## src/zcb_defs.vh

```
// Constants for the zero-compare branch unit
`ifndef ZCB_DEFS_VH
`define ZCB_DEFS_VH

// ----------------------------------------
// Instruction fields (bit 0 is the msb)
// ----------------------------------------
`define ZCB_OPC_REG 6'h27
`define ZCB_OPC_IMM 6'h2F
`define ZCB_OPC_PREFIX 6'h2C
`define ZCB_COND_EQ 4'h0
`define ZCB_COND_GE 4'h5
`define ZCB_COND_GT 4'h4
`define ZCB_SEQ_STEP 32'h0000_0004

// ----------------------------------------
// Latencies in cycles
// ----------------------------------------
`define ZCB_LAT_NOT_TAKEN 4'h1
`define ZCB_LAT_DELAY 4'h2
`define ZCB_LAT_NO_DELAY 4'h3
`define ZCB_LAT_MISP_FAST 4'h3
`define ZCB_LAT_MISP_AREA 4'h8

`endif

```

## src/zcb_cond.v

```verilog
// Condition evaluator for the zero-compare branches
module zcb_cond
(
    // Operands
    input wire [31:0] src_val,
    input wire [3:0] cond_sel,
    // Result
    output reg cond_true,
    output reg cond_valid
);
`include "zcb_defs.vh"

    // ----------------------------------------
    // Signed compare against zero
    // ----------------------------------------
    always @*
    begin
        cond_true = 1'b0;
        cond_valid = 1'b1;
        case (cond_sel)
            `ZCB_COND_EQ: cond_true = (src_val == 32'h0000_0000); // RULE2
            `ZCB_COND_GE: cond_true = ~src_val[31]; // RULE3 RULE19
            `ZCB_COND_GT: cond_true = ~src_val[31] & (src_val != 32'h0000_0000); // RULE4 RULE19
            default: cond_valid = 1'b0;
        endcase
    end
endmodule // zcb_cond

```

## src/zcb_branch_unit.v

```verilog
// Zero-compare branch decode and execute unit
// Functional notes
// RULE1: Decode opcode, delay, source, offset fields
// RULE2: Equal-immediate branch adds offset when zero
// RULE3: Greater-or-equal taken when source >= 0
// RULE4: Greater-than register branch needs source > 0
// RULE5: Register target is pc plus offset register
// RULE6: Immediate target is pc plus immediate
// RULE7: Not taken advances pc by four only
// RULE8: Delay flag marks delayed variants
// RULE9: Taken delayed branch lets slot complete
// RULE10: Taken undelayed branch discards the follower
// RULE11: Sign-extend 16-bit immediate by default
// RULE12: Preceding prefix supplies upper offset bits
// RULE13: Not taken completes in one cycle
// RULE14: Taken delayed completes in two cycles
// RULE15: Taken undelayed completes in three cycles
// RULE16: Correct prediction completes in one cycle
// RULE17: Misprediction costs three cycles, setting zero
// RULE18: Misprediction costs seven to nine, setting two
// RULE19: Signed compare selected by bits 7-10
module zcb_branch_unit
#(
    parameter AREA_OPTIMIZATION_SETTING = 0
)
(
    // Clock and reset
    input wire mclk,
    input wire rst,
    // Issue from decode
    input wire instr_valid,
    input wire [31:0] instr_word,
    input wire [31:0] instr_pc,
    input wire [31:0] compare_source_register,
    input wire [31:0] offset_register,
    // Prediction for immediate forms
    input wire pred_valid,
    input wire pred_taken,
    // Program counter update
    output reg pc_load,
    output reg [31:0] pc_next,
    // Pipeline control
    output reg busy,
    output reg done,
    output reg discard_follower,
    output reg delay_slot_run,
    output reg is_branch,
    output reg branch_taken,
    output reg mispredict
);
`include "zcb_defs.vh"

    // ----------------------------------------
    // States
    // ----------------------------------------
    localparam ST_IDLE = 2'b01;
    localparam ST_WAIT = 2'b10;

    // ----------------------------------------
    // Field decode
    // ----------------------------------------
    wire [5:0] opc = instr_word[31:26]; // RULE1
    wire delay_flag = instr_word[25]; // RULE1 RULE8
    wire [3:0] cond_sel = instr_word[24:21]; // RULE19
    wire [15:0] imm_field = instr_word[15:0]; // RULE1
    wire opc_reg = (opc == `ZCB_OPC_REG);
    wire opc_imm = (opc == `ZCB_OPC_IMM);
    wire opc_prefix = (opc == `ZCB_OPC_PREFIX);
    wire cond_true;
    wire cond_valid;

    zcb_cond u_cond
    (
        .src_val(compare_source_register),
        .cond_sel(cond_sel),
        .cond_true(cond_true),
        .cond_valid(cond_valid)
    );

    // Only beq-immediate of the equal forms lives here
    wire cond_ok = cond_valid & ~(opc_reg & (cond_sel == `ZCB_COND_EQ));
    wire is_br = instr_valid & cond_ok & (opc_reg | opc_imm);

    // ----------------------------------------
    // Prefix capture
    // ----------------------------------------
    reg prefix_valid_r;
    reg [15:0] prefix_hi_r;

    always @(posedge mclk)
    begin
        if (rst)
        begin
            prefix_valid_r <= 1'b0;
            prefix_hi_r <= 16'h0000;
        end
        else if (instr_valid)
        begin
            // Prefix only counts for the instruction right after it
            prefix_valid_r <= opc_prefix; // RULE12
            if (opc_prefix)
                prefix_hi_r <= imm_field;
        end
    end

    function [31:0] imm_ext;
        input [15:0] lo;
        input pv;
        input [15:0] hi;
        begin
            if (pv)
                imm_ext = {hi, lo}; // RULE12
            else
                imm_ext = {{16{lo[15]}}, lo}; // RULE11
        end
    endfunction

    wire [31:0] offset = opc_imm ? imm_ext(imm_field, prefix_valid_r, prefix_hi_r) : offset_register;
    wire [31:0] target = instr_pc + offset; // RULE5 RULE6
    wire [31:0] seq_pc = instr_pc + `ZCB_SEQ_STEP; // RULE7
    wire predicted = opc_imm & pred_valid;
    wire mispred = predicted & (pred_taken != cond_true);
    wire [3:0] misp_lat = (AREA_OPTIMIZATION_SETTING == 2) ? `ZCB_LAT_MISP_AREA : `ZCB_LAT_MISP_FAST; // RULE17 RULE18

    reg [3:0] lat;
    always @*
    begin
        if (predicted & ~mispred)
            lat = `ZCB_LAT_NOT_TAKEN; // RULE16
        else if (mispred)
            lat = misp_lat;
        else if (~cond_true)
            lat = `ZCB_LAT_NOT_TAKEN; // RULE13
        else if (delay_flag)
            lat = `ZCB_LAT_DELAY; // RULE14
        else
            lat = `ZCB_LAT_NO_DELAY; // RULE15
    end

    // ----------------------------------------
    // Execute sequencer
    // ----------------------------------------
    reg [1:0] state_r;
    reg [3:0] cnt_r;

    always @(posedge mclk)
    begin
        if (rst)
        begin
            state_r <= ST_IDLE;
            cnt_r <= 4'h0;
            pc_load <= 1'b0;
            pc_next <= 32'h0000_0000;
            busy <= 1'b0;
            done <= 1'b0;
            discard_follower <= 1'b0;
            delay_slot_run <= 1'b0;
            is_branch <= 1'b0;
            branch_taken <= 1'b0;
            mispredict <= 1'b0;
        end
        else
        begin
            pc_load <= 1'b0;
            done <= 1'b0;
            discard_follower <= 1'b0;
            delay_slot_run <= 1'b0;
            mispredict <= 1'b0;
            is_branch <= 1'b0;
            case (state_r)
                ST_IDLE:
                begin
                    if (is_br)
                    begin
                        is_branch <= 1'b1;
                        branch_taken <= cond_true;
                        mispredict <= mispred;
                        // Pc is the only state changed
                        pc_next <= cond_true ? target : seq_pc; // RULE2 RULE7
                        pc_load <= 1'b1;
                        delay_slot_run <= cond_true & delay_flag; // RULE9
                        discard_follower <= cond_true & ~delay_flag; // RULE10
                        if (lat == `ZCB_LAT_NOT_TAKEN)
                            done <= 1'b1; // RULE13 RULE16
                        else
                        begin
                            busy <= 1'b1;
                            cnt_r <= lat - 4'h1;
                            state_r <= ST_WAIT;
                        end
                    end
                end
                ST_WAIT:
                begin
                    if (cnt_r == 4'h1)
                    begin
                        done <= 1'b1; // RULE14 RULE15 RULE17 RULE18
                        busy <= 1'b0;
                        state_r <= ST_IDLE;
                    end
                    cnt_r <= cnt_r - 4'h1;
                end
                default:
                begin
                    state_r <= ST_IDLE;
                    busy <= 1'b0;
                end
            endcase
        end
    end
endmodule // zcb_branch_unit

```

## config.mk

```make
export PLATFORM = sky130hd
export DESIGN_NAME = zcb_branch_unit
export DESIGN_NICKNAME = d
export VERILOG_FILES = /design/src/zcb_cond.v /design/src/zcb_branch_unit.v
export VERILOG_INCLUDE_DIRS = /design/src
export SDC_FILE = /design/constraint.sdc
export NUM_CORES = 1
export LEC_CHECK = 0
export BUFFER_PORTS_ARGS = -buffer_cell sky130_fd_sc_hd__buf_2
export CAP_MARGIN = 0
export CELL_PAD_IN_SITES_DETAIL_PLACEMENT = 1
export CELL_PAD_IN_SITES_GLOBAL_PLACEMENT = 2
export CORE_MARGIN = 5
export CORE_UTILIZATION = 31
export DETAILED_ROUTE_END_ITERATION = 10
export PLACE_DENSITY = 0.91
export SLEW_MARGIN = 20
export SYNTH_ARGS = -nofsm -noshare
export SYNTH_HDL_FRONTEND = slang
export SYNTH_SLANG_ARGS = --single-unit
```

## constraint.sdc

```tcl
create_clock -name mclk -period 10.65 [get_ports mclk]
set_input_delay 2.6625 -clock mclk [delete_from_list [all_inputs] [get_ports mclk]]
set_output_delay 2.6625 -clock mclk [all_outputs]
set_load 0.01 [all_outputs]
```

=== Word level (Yosys, flattened, before mapping) ===
Index checks and enable logic that the tools add are counted.

* Reductions and logical operators: 11
* Bitwise gates (word level): 17
* $add $sub $neg: 4
* $mul: 0
* Multiplexer cells: 25
* Order comparisons: 0
* Shift operators: 0
* Equal/unequal tests: 13
* Divide/modulo/power cells: 0

{| class="wikitable"
|+ Operators by type and width
! cell !! number
|-
| 32-bit two-way mux || 3
|-
| 32-bit by 3-bit adder with 32-bit output, second input constant || 1
|-
| 32-bit adder || 1
|-
| 32-bit logical NOT || 1
|-
| 32-bit nonzero test || 1
|-
| 6-bit equality test, second input constant || 3
|-
| 2-bit two-way mux || 6
|-
| 1-bit AND || 10
|-
| 1-bit two-way mux || 9
|-
| 4-bit by 1-bit equality test with 1-bit output, second input constant || 2
|-
| 4-bit by 3-bit equality test with 1-bit output, second input constant || 2
|-
| 4-bit two-way mux || 2
|-
| 4-bit case mux with 2 select lines || 1
|-
| 4-bit by 1-bit subtractor with 4-bit output, second input constant || 2
|-
| 2-bit != test, second input constant || 3
|-
| 1-bit NOT || 6
|-
| 3-bit AND reduction || 2
|-
| 3-bit OR reduction || 2
|-
| 4-bit logical NOT || 1
|-
| 1-bit case mux with 2 select lines || 2
|-
| 2-bit case mux with 2 select lines || 1
|-
| 2-bit AND reduction || 2
|-
| 1-bit case mux with 3 select lines || 1
|-
| 2-bit by 1-bit equality test with 1-bit output, second input constant || 1
|-
| 5 further kinds || 5
|}

* Output and inout port bits: 40
* Flip-flop bits (word level): 62
* Memory bits (writable): 0
* Latch bits: 0
* Memory bits (read-only): 0
* Memories: 0

=== Logic depth before layout (Yosys ltp) ===
Gate-level depths: netlist (run 1).

* Depth after elaboration: 12
* Gate-level depth with buffers: 17

=== Hierarchy ===
From an unflattened synthesis (run 1), not the netlist that was laid out.

* Cell total of the unflattened synthesis: 736
* Area, all modules: 5505.3 µm²

{| class="wikitable"
|+ Modules (own cells, without submodules)
! module !! area each (µm²) !! cells each !! times used
|-
| zcb_branch_unit || 5395.2 || 719 || 1
|-
| zcb_cond || 110.1 || 17 || 1
|}

=== Least setup slack after synthesis (run 1) ===
No wires, ideal clock.

* Path type: input to register
* From: input port instr_word[30]
* To: register pc_next[27]
* Setup slack: 4.136 ns
* Cell stages on the path: 16
* Data arrival time: 6.434 ns
* Data required time: 10.571 ns
* Cells stage by stage: and3b_1 and4_1 clkbuf_1 clkbuf_1 clkbuf_1 mux2_2 ha_1 and4_1 and3_1 a21bo_1 a41oi_4 a31oi_4 o31ai_4 a211oi_1 a31o_1 a211oi_2

* Word-level cells in the longest chain between the ends: 7
* Elaborated cells on any way between the ends: 12

{| class="wikitable"
|+ RTL lines
! what !! line !! RTL
|-
| start: declaration || zcb_branch_unit.v:32 || <nowiki>input wire [31:0] instr_word,</nowiki>
|-
| parallel branches: the longest is 7 deep, another holds 32-bit adder || -- ||
|-
| end signal: assignment || zcb_branch_unit.v:179 || <nowiki>pc_next <= cond_true ? target : seq_pc;</nowiki>
|-
| end: declaration || zcb_branch_unit.v:41 || <nowiki>output reg [31:0] pc_next,</nowiki>
|}

Parallel ways; which one is timed is not known.
A chain may end at the register's enable or synchronous reset.

=== Worst setup path in the final report (run 1) ===
Ends and elaborated chain as after synthesis.

==> summary.txt, run 1 <==
Outcome
  • Run status: finished clean

Clock network
  • CTS buffer count: 9
  • H-Tree Depth: 3
  • Clk buf depth: 2
  • Worst skew pair latency: 340 ps
  • Setup bufs post-CTS: 0
  • Clock root buffer: clkbuf_16
  • Sink Count: 61
  • TritonCTS clock tree: done
  • CTS resizes: 0
  • Post-CTS Hold Fix Bufs: 0
  • Worst-path clk slew: 60 ps

Timing
  • Final WS setup: 4250 ps
  • Worst slew pin tran: 1120 ps
  • RSZ-0062 raised after global routing: no
  • Max-slew headroom: 25.3%
  • Setup violators final: 0
  • Setup TNS: 0 ps
  • Final worst-path cycle share: 60.1%
  • Max-slew violation count: 0
  • Min Tclk post-route: 6400 ps
  • Fmax achieved: 0.156 GHz
  • Endpoints failing hold: 0
  • Clock skew: 5.06 ps

Final layout
  • Ant diodes: 0
  • Syn-to-layout area delta: 24.5%
  • Fin util: 38.9%
  • Ratio of cells with drive above 1 in the final layout: 25.1%
  • Final Non-Filler Cells: 1091
  • NumNets Final: 1034

Global routing
  • First-pass GRT wire length: 30.6 mm
  • Vias in the first global route: 5765
  • Largest net degree at the start of global routing: 59
  • GRT Total Usage: 19.0%
  • Overflow after GRT: 0
  • Initial antenna violation count: 0

Routing
  • Residual DRC count: 0
  • 1st-iter DRT viols: 301
  • Avg Vias per Cell: 5.20
  • Routed Antenna Nets: 0
  • Routed via count: 5673
  • DRT Pass-1 Iters: 5
  • Routed length per instance: 18.1 µm
  • DRT Wirelength: 19.7 mm

Critical path
  • WP data required: 10910 ps
  • Startpoint Class: primary input
  • CP Max Fanout: 50
  • Critical Setup Path Class: in2reg
  • CP startpoint: instr_word[30]
  • CP endpoint kind: flop
  • Crit path DAT: 6650 ps
  • Worst flop-to-flop path startpoint: prefix_valid_r

Synth
  • Cell taking the most area after synthesis: dfxtp_1
  • Synth top area share: 22.7%
  • Cells after Synth: 714
  • Ys flop type: dfxtp_1
  • Syn_nets: 887
  • Number of synthesized register bits: 61
  • Mean Syn Cell Area: 7.52 µm²
  • Top post-synthesis cells by area: dfxtp_1, ha_1, a21oi_1, nor2_1, nand2_1
  • Synth cell types: 60
  • Ys Warns: 0
  • Commonest cells in the netlist: a21oi_1, nor2_1, nand2_1
  • EDFF count, synth: 0
  • Cell with the most instances after synthesis: a21oi_1
  • Post-synthesis cell area: 0.00537 mm²
  • Post-synth ARST share: 0%
  • Sequential-to-total area share from yosys stat: 22.7%

Pwr
  • Register share of total power: 31.5%
  • Clock share of power: 42.9%
  • Comb pwr share: 25.5%
  • Cell Int Power: 0.507 mW
  • NetSw: 0.220 mW
  • Pwr per Cell Area: 109 mW/mm²
  • VDD IR max: 0.0678 mV
  • Leakage power: 3.04 nW
  • Sw frac: 30.2%

Place
  • Port Buffers: 167
  • Estimated wirelength of the detail-placed design: 15.5 mm
  • Placed insts: 1075
  • DP Worst Slack: 3970 ps
  • RePlAce Congestion: 0.896

Die
  • Chip width: 142 µm
  • Starting density of the core: 31.3%
  • Core area: 0.0172 mm²
  • Die area: 0.0201 mm²
  • Rows: 48
  • Die H: 142 µm
  • I/O Pins: 173

Flow run
  • MaxCap Viol Count: 0

Worst hold path
  • Worst hold path type: reg2reg
  • Hold wc startpoint: pc_next[12]
[critical path, cell delays in order]
cell      delay [ps]
buf_2             90
and3b_1          250
and4_2           240
buf_4            490
mux2_2           410
ha_1             390
and4_1           240
and3_1           180
a21bo_1          230
a41oi_4          320
a31oi_4          140
o31ai_4          410
a211oi_1         130
a31o_1           210
a211oi_2         210
[through the flow]
step / power, mW / instance area (µm²) / hold slack [ps]
after floorplan: 0.354 / 5370 / 449
after global placement: 0.415 / 6380 / 437
after detailed placement: 0.417 / 6380 / 444
after CTS: 0.733 / 6690 / 450
after global routing: 0.762 / 6690 / 477
final: 0.726 / 6690 / 449
[per-layer routing]
metal,global-route usage [%],vias to the layer above,routed length [µm]
li1,-,2850,-
met3,3.10,13,1130
met4,4.95,0,233
met2,32.7,140,9230
met1,24.8,2670,9100
met5,0,-,0
[state kept, by name, indices dropped and copies added, names as in the netlist]
name,cells
branch_taken,1
prefix_valid_r,1
mispredict,1
cnt_r,4
busy,1
is_branch,1
pc_next,32
delay_slot_run,1
state_r,1
done,1
discard_follower,1
prefix_hi_r,16
[final cells by class]
type	count	area [µm²]
timing repair buffer	173	881
sequential	61	1220
clock buffer	13	270
clock inverter	3	42.5
inverter	28	105
fill	2204	10500
multi-input combinational	588	3890
tap	225	282
[layout by cell type, fill, tap and decap left out, types with 4 or more instances in the layout]
master	Yosys	layout
nor2b_1	7	7
xnor2_1	28	28
o21a_1	8	8
dfxtp_1	61	61
mux2_2	16	16
nand2_1	74	74
buf_2	1	167
a31oi_1	12	12
nor3_1	11	11
nor2_1	83	83
nand3_1	21	21
nor4_1	10	9
and4_1	9	8
xor2_1	25	25
nand4_1	14	14
a21oi_1	93	93
ha_1	39	39
a211oi_1	9	9
inv_1	28	28
and3_1	8	8
buf_4	2	6
mux2i_1	24	24
a21o_1	11	11
clkbuf_16	0	9
o21bai_1	4	4
o21ai_0	22	22
o211ai_1	15	15
nor3b_1	4	4
[final timing paths]
| path | depth (start not counted) | slack, ps | end |
|---|---|---|---|
| worst min-delay path | 2 | 450 | pc_next[12] |
| worst max register to register | 13 | 6520 | pc_next[27] |
| worst max-delay path | 15 | 4250 | pc_next[27] |
| worst min register to register | 2 | 450 | pc_next[12] |
[kinds of logic after synthesis]
family                     synth area share, %
adders and majority gates                 9.46
muxes                                     7.82
and+or+nand+nor                           22.7
DFF                                       22.7
xor gates and xnor gates                  8.64
buffers and inverters                     5.19
AOI/OAI and AO/OA                         23.5
[power groups by stage]
stage               sequential (mW)  clock [mW]  combinational [mW]
global placement              0.234           0               0.181
detailed placement            0.234           0               0.183
finish                        0.229       0.312               0.186
CTS                           0.229       0.319               0.185
floorplan                     0.234           0               0.120
global route                  0.229       0.328               0.204
Power figures use the tool's default switching activity.
==> run 2: changes to the inputs <==
--- a/config.mk
+++ b/config.mk
@@ -11,9 +11,9 @@
 export CELL_PAD_IN_SITES_DETAIL_PLACEMENT = 1
 export CELL_PAD_IN_SITES_GLOBAL_PLACEMENT = 2
 export CORE_MARGIN = 5
-export CORE_UTILIZATION = 31
+export CORE_UTILIZATION = 28
 export DETAILED_ROUTE_END_ITERATION = 10
-export PLACE_DENSITY = 0.91
+export PLACE_DENSITY = 0.83
 export SLEW_MARGIN = 20
 export SYNTH_ARGS = -nofsm -noshare
 export SYNTH_HDL_FRONTEND = slang
==> constraint.sdc (replaced) <==
create_clock -name mclk -period 5.97 [get_ports mclk]
set_input_delay 1.4925 -clock mclk [delete_from_list [all_inputs] [get_ports mclk]]
set_output_delay 1.4925 -clock mclk [all_outputs]
set_load 0.01 [all_outputs]
==> run 2 against run 1 <==
Power up 77%; first-iteration DRC count down 29%; core utilization down 3.1 points; non-clock buffer count up 3; sequential power up 79%; combinational power up 78%; worst setup slack worse by 3400 ps; register-to-register slack worse by 4200 ps; largest power group unchanged; highest routed layer unchanged.
==> summary.txt, run 2 (synthesis results as in run 1) <==
Outcome
  • Run status: finished clean

Final layout
  • Final Non-Filler Cells: 1129 (+3.5%)
  • Multi-input logic area: 0.00389 mm² (unchanged)
  • Syn-to-layout area delta: 25.5%
  • Ratio of cells with drive above 1 in the final layout: 25.4% (+0.37 points)
  • Fin util: 35.8% (-3.1 points)
  • Ant diodes: 0 (unchanged)
  • Fillcell total: 2382 (+8.1%)
  • Commonest non-fill, non-tap cell in the layout: buf_2
  • Top Registers: pc_next (32), prefix_hi_r (16), cnt_r (4)
  • Top reg by flops: pc_next
  • NumNets Final: 1037 (+0.29%)
  • FF/Latch Area: 0.00122 mm² (unchanged)
  • Commonest non-fill, non-tap cells in the layout: buf_2, a21oi_1, nor2_1
  • Number of flip-flops in the largest register: 32 (unchanged)

Critical path
  • Critical Setup Path Class: in2reg
  • CP endpoint kind: flop
  • RR Endpoint: pc_next[27]
  • Startpoint Class: primary input
  • FF-to-FF path depth: 13 (unchanged)
  • Crit path DAT: 5330 ps (-1320 ps)
  • Worst flop-to-flop path startpoint: prefix_valid_r
  • WP data required: 6230 ps (-4680 ps)
  • CP Max Fanout: 15 (-70%)
  • Reg-to-reg slack, setup: 2320 ps (-4200 ps)

Worst hold path
  • Hold EP: pc_next[15]
  • Hold wc startpoint: pc_next[15]
  • Worst hold path type: reg2reg
  • Worst Hold Depth: 2 (unchanged)

Routing
  • 1st-iter DRT viols: 214 (-29%)
  • Avg Vias per Cell: 5.13 (-1.3%)
  • Routed length per instance: 18.2 µm (+0.69%)
  • Routed Antenna Nets: 0 (unchanged)
  • Residual DRC count: 0 (unchanged)
  • DRT Pass-1 Iters: 4 (-1)
  • DRT Wirelength: 20.5 mm (+4.2%)
  • Routed via count: 5797 (+2.2%)

Timing
  • Setup violators final: 0 (unchanged)
  • RSZ-0062 raised after global routing: no
  • Final worst-path cycle share: 84.9%
  • Worst slew pin tran: 729 ps (-389 ps)
  • Fmax achieved: 0.197 GHz
  • Max-slew violation count: 0 (unchanged)
  • Endpoints failing hold: 0 (unchanged)
  • Max-slew headroom: 51.2% (+26 points)
  • Setup TNS: 0 ps (unchanged)
  • Min Tclk post-route: 5070 ps
  • Worst hold margin: 449 ps (+0.527 ps)
  • Clock skew: 3.89 ps (-1.17 ps)

Clock network
  • CTS buffer count: 9 (unchanged)
  • H-Tree Depth: 3 (unchanged)
  • Clk buf depth: 2 (unchanged)
  • CTS resizes: 0 (unchanged)
  • Setup bufs post-CTS: 0 (unchanged)
  • Post-CTS Hold Fix Bufs: 0 (unchanged)
  • Worst skew pair latency: 330 ps (about the same)
  • Clock root buffer: clkbuf_16
  • Sink Count: 61 (unchanged)
  • TritonCTS clock tree: done
  • Worst-path clk slew: 60 ps (about the same)

Die
  • Chip width: 149 µm (+4.9%)
  • Rows: 50 (+4.2%)
  • I/O Pins: 173 (unchanged)
  • Die H: 149 µm (+4.9%)
  • Starting density of the core: 28.5% (-2.7 points)
  • Core area: 0.0188 mm² (+9.6%)
  • Die area: 0.0221 mm² (+9.9%)

Global routing
  • Largest net degree at the start of global routing: 40 (-32%)
  • First-pass GRT wire length: 32.8 mm (+7.2%)
  • GRT Total Usage: 18.5% (-0.50 points)
  • Initial antenna violation count: 0 (unchanged)
  • Vias in the first global route: 6163 (+6.9%)
  • Overflow after GRT: 0 (unchanged)

Pwr
  • Leakage power: 3.05 nW (+0.10%)
  • VDD IR max: 0.140 mV (+110%)
  • Pwr per Cell Area: 190 mW/mm² (+75%)

Place
  • Estimated wirelength of the detail-placed design: 16.6 mm (+6.6%)
  • Placed insts: 1113 (+3.5%)
  • Port Buffers: 167 (unchanged)
  • RePlAce Congestion: 0.938 (+4.7%)

Flow run
  • MaxCap Viol Count: 0 (unchanged)
-- run 2: power by group --
part / switching [mW] / total (mW) / internal (mW) / leakage [nW]
registers: 0.000633 / 0.409 / 0.408 / 0.491
logic: 0.192 / 0.332 / 0.140 / 2.42
clock network: 0.209 / 0.542 / 0.333 / 0.140
-- run 2: stage by stage --
stage / instance area (µm²) / worst slack, ps / total power, mW
finish: 6740 / 900 / 1.28
global route: 6740 / 666 / 1.36
CTS: 6740 / 910 / 1.30
detailed placement: 6440 / 593 / 0.748
global placement: 6440 / 643 / 0.744
floorplan: 5370 / 626 / 0.631
-- run 2: cell type report --
cell class / instances / area share (%)
Clock buffer: 10 / 3.54
Clock inverter: 6 / 0.928
Inverter: 28 / 1.56
Multi-Input combinational cell: 588 / 57.6
Sequential cell: 61 / 18.1
Tap cell: 260 / 4.82
Timing Repair Buffer: 176 / 13.4
-- run 2: metal layers --
metal | routed length [µm] | share of wire [%] | global-route usage, % | vias up
met2 | 9470 | 46 | 30.5 | 174
met3 | 1430 | 7.0 | 3.93 | 22
met5 | 0 | 0 | 0 | -
met1 | 9280 | 45 | 24.6 | 2748
met4 | 343 | 1.7 | 5.08 | 0
li1 | - | - | - | 2853
-- run 2: how the worst max path moves through the flow --
stage	end	startpoint	slack (ps)	cells past startpoint
2_1_floorplan	pc_next[27]	instr_word[30]	630	16
3_3_place_gp	pc_next[27]	instr_word[30]	640	14
3_5_place_dp	pc_next[27]	instr_word[30]	590	14
4_1_cts	pc_next[27]	instr_word[30]	910	14
5_1_grt	pc_next[27]	instr_word[30]	670	14
6_report	pc_next[27]	instr_word[30]	900	14
-- run 2: worst max-delay path, cell delays in order --
cell and delay, ps:
buf_2 100, and3b_1 250, and4_2 550, mux2_2 400
ha_1 400, and4_1 260, and3_1 190, a21bo_1 240
a41oi_4 330, a31oi_4 140, o31ai_4 400, a211oi_1 130
a31o_1 230, a211oi_2 200
==> run 3: changes to the inputs <==
--- a/config.mk
+++ b/config.mk
@@ -11,9 +11,9 @@
 export CELL_PAD_IN_SITES_DETAIL_PLACEMENT = 1
 export CELL_PAD_IN_SITES_GLOBAL_PLACEMENT = 2
 export CORE_MARGIN = 5
-export CORE_UTILIZATION = 28
+export CORE_UTILIZATION = 26
 export DETAILED_ROUTE_END_ITERATION = 10
-export PLACE_DENSITY = 0.83
+export PLACE_DENSITY = 0.81
 export SLEW_MARGIN = 20
 export SYNTH_ARGS = -nofsm -noshare
 export SYNTH_HDL_FRONTEND = slang
==> constraint.sdc (replaced) <==
create_clock -name mclk -period 4.3 [get_ports mclk]
set_input_delay 1.075 -clock mclk [delete_from_list [all_inputs] [get_ports mclk]]
set_output_delay 1.075 -clock mclk [all_outputs]
set_load 0.01 [all_outputs]
==> run 3 against run 2 <==
Worst hold slack about the same; global-route usage decreased by 1.1 points; worst setup slack got worse by 750 ps; via count grew 3.6%; power rose by 48%; clock power is 45% higher; register-to-register slack worse by 1100 ps; design area grew 9.2%; cell count is 6.9% higher; critical path type unchanged; critical endpoint unchanged; largest cell class unchanged; highest routed layer unchanged.
==> summary.txt, run 3 (synthesis results as in run 1) <==
Outcome
  • Run status: finished clean

Die
  • Core area: 0.0203 mm² (+7.8%)
  • Chip width: 154 µm (+3.5%)
  • Die area: 0.0236 mm² (+7.2%)
  • I/O Pins: 173 (unchanged)
  • Die H: 154 µm (+3.5%)
  • Rows: 52 (+4.0%)
  • Starting density of the core: 26.5% (-2.1 points)

Critical path
  • Critical-path top delay cell: mux2_2
  • Crit path DAT: 4420 ps (-910 ps)
  • Critical Setup Path Class: in2reg
  • Startpoint Class: primary input
  • CP endpoint kind: flop
  • CP Max Fanout: 5 (-10)
  • Max incr delay on CP: 350 ps (-200 ps)
  • Delay-heaviest family, CP: compound AO/OA/AOI/OAI gates
  • CP Buf/Inv Count: 2 (+1)
  • WP data required: 4570 ps (-1660 ps)
  • Crit-path cells: buf_2, and3b_1, and4_4, buf_4, mux2_2, ha_4, and4_1, and3_4, a21bo_1, a41oi_4, a31oi_4, o31ai_4, a211oi_1, a31o_1, a211oi_2

Global routing
  • Busiest layer in global routing: met2
  • GRT Total Usage: 17.4% (-1.1 points)
  • First-pass GRT wire length: 33.3 mm (+1.6%)
  • Met1 Resource Use GR: 22.7% (-2.0 points)
  • Largest net degree at the start of global routing: 52 (+30%)
  • Vias in the first global route: 6373 (+3.4%)
  • GR Util met2: 29.3% (-1.2 points)
  • Overflow after GRT: 0 (unchanged)
  • Initial antenna violation count: 1 (+1)
  • Met3 GRT Util: 4.47% (+0.54 points)

Final layout
  • Top reg by flops: pc_next
  • Ant diodes: 0 (unchanged)
  • Commonest non-fill, non-tap cell in the layout: buf_2
  • Commonest non-fill, non-tap cells in the layout: buf_2, a21oi_1, nor2_1
  • Top Registers: pc_next (32), prefix_hi_r (16), cnt_r (4)
  • Syn-to-layout area delta: 37.1%
  • NumNets Final: 1105 (+6.6%)
  • Ratio of cells with drive above 1 in the final layout: 31.6% (+6.2 points)
  • Number of flip-flops in the largest register: 32 (unchanged)
  • Fin util: 36.3% (+0.47 points)

Routing
  • DRT Pass-1 Iters: 4 (unchanged)
  • DRT Wirelength: 20.9 mm (+2.1%)
  • 1st-iter DRT viols: 225 (+5.1%)
  • Avg Vias per Cell: 4.98 (-3.1%)
  • Routed Antenna Nets: 0 (unchanged)
  • Residual DRC count: 0 (unchanged)
  • Routed length per instance: 17.4 µm (-4.5%)
  • Routed via count: 6007 (+3.6%)

Timing
  • RSZ-0062 raised after global routing: no
  • Fmax achieved: 0.241 GHz
  • Final worst-path cycle share: 96.6%
  • Max-slew violation count: 0 (unchanged)
  • Clock skew: 5.30 ps (+1.41 ps)
  • Endpoints failing hold: 0 (unchanged)
  • Worst hold margin: 449 ps (+0.156 ps)
  • Setup violators final: 0 (unchanged)
  • Worst slew pin tran: 709 ps (-20.8 ps)
  • Max-slew headroom: 52.8% (+1.6 points)
  • Min Tclk post-route: 4150 ps

Place
  • Estimated wirelength of the detail-placed design: 17.3 mm (+4.6%)
  • Port Buffers: 167 (unchanged)
  • RePlAce Congestion: 0.853 (-9.1%)

Clock network
  • TritonCTS clock tree: done
  • Sink Count: 61 (unchanged)
  • Post-CTS Hold Fix Bufs: 0 (unchanged)
  • Worst-path clk slew: 50 ps (about the same)
  • H-Tree Depth: 3 (unchanged)
  • Clock root buffer: clkbuf_16
  • Worst skew pair latency: 350 ps (+20 ps)
  • CTS buffer count: 9 (unchanged)
  • Clk buf depth: 2 (unchanged)

Pwr
  • Pwr per Cell Area: 258 mW/mm² (+36%)
  • Leakage power: 3.39 nW (+11%)
  • Pwr Total: 1.90 mW (+48%)
  • VDD IR max: 0.189 mV (+35%)

Flow run
  • MaxCap Viol Count: 0 (unchanged)

Worst hold path
  • Worst hold path type: reg2reg
## run 3: area by class of cell
class                           count  area, µm²
Clock inverter                      6       87.6
Fill cell                        2548      12900
Inverter                           28        105
Tap cell                          270        338
Clock buffer                       10        229
Timing Repair Buffer              244       1430
Multi-Input combinational cell    588       3960
Sequential cell                    61       1220
## run 3: worst reg2reg max path: stages (launching register included)
cell	delay, ps
dfxtp_1	340
buf_4	230
a21oi_1	100
a21oi_1	270
ha_1	300
a21o_1	200
a21oi_1	190
o21ai_0	120
a311o_1	370
a31oi_4	200
nor2_1	100
xor2_1	160
o211ai_1	250
a21oi_1	100
## run 3: power by group
part / leakage [nW] / internal, mW / switching, mW / total [mW]
sequential: 0.491 / 0.567 / 0.000652 / 0.567
combinational: 2.76 / 0.258 / 0.288 / 0.546
clock: 0.145 / 0.506 / 0.282 / 0.788
total: 3.39 / 1.33 / 0.571 / 1.90
## run 3: routing by layer
layer  part of all wire, %  routed length (µm)
met1                    46                9580
met2                    47                9760
met3                   6.3                1320
met4                   1.3                 280
met5                     0                   0
## run 3: final timing paths
path / start / end / slack (ps) / cells after the start
worst min-delay path: pc_next[15] / pc_next[15] / 450 / 2
worst max register to register: prefix_valid_r / pc_next[23] / 1250 / 13
worst max-delay path: instr_word[30] / pc_next[27] / 150 / 15
worst min register to register: pc_next[15] / pc_next[15] / 450 / 2
## run 3: through the flow
step	setup slack [ps]	cell area [µm²]	cells	TNS, ps
4_1_cts	95.4	7340	1206	0
3_5_place_dp	-333	7020	1190	-2830
3_3_place_gp	-217	7020	1190	-2080
5_1_grt	3.03	7370	1207	0
2_1_floorplan	4.41	5440	714	0
6_report	147	7370	1207	0
## run 3: repair_timing
item / 4_1_cts / 5_1_grt
pin swaps: 0 / 2
gates resized for setup: 1 / 5
setup endpoints to repair: 1 / 8
hold endpoints to repair: 0 / 0
setup buffers: 0 / 1
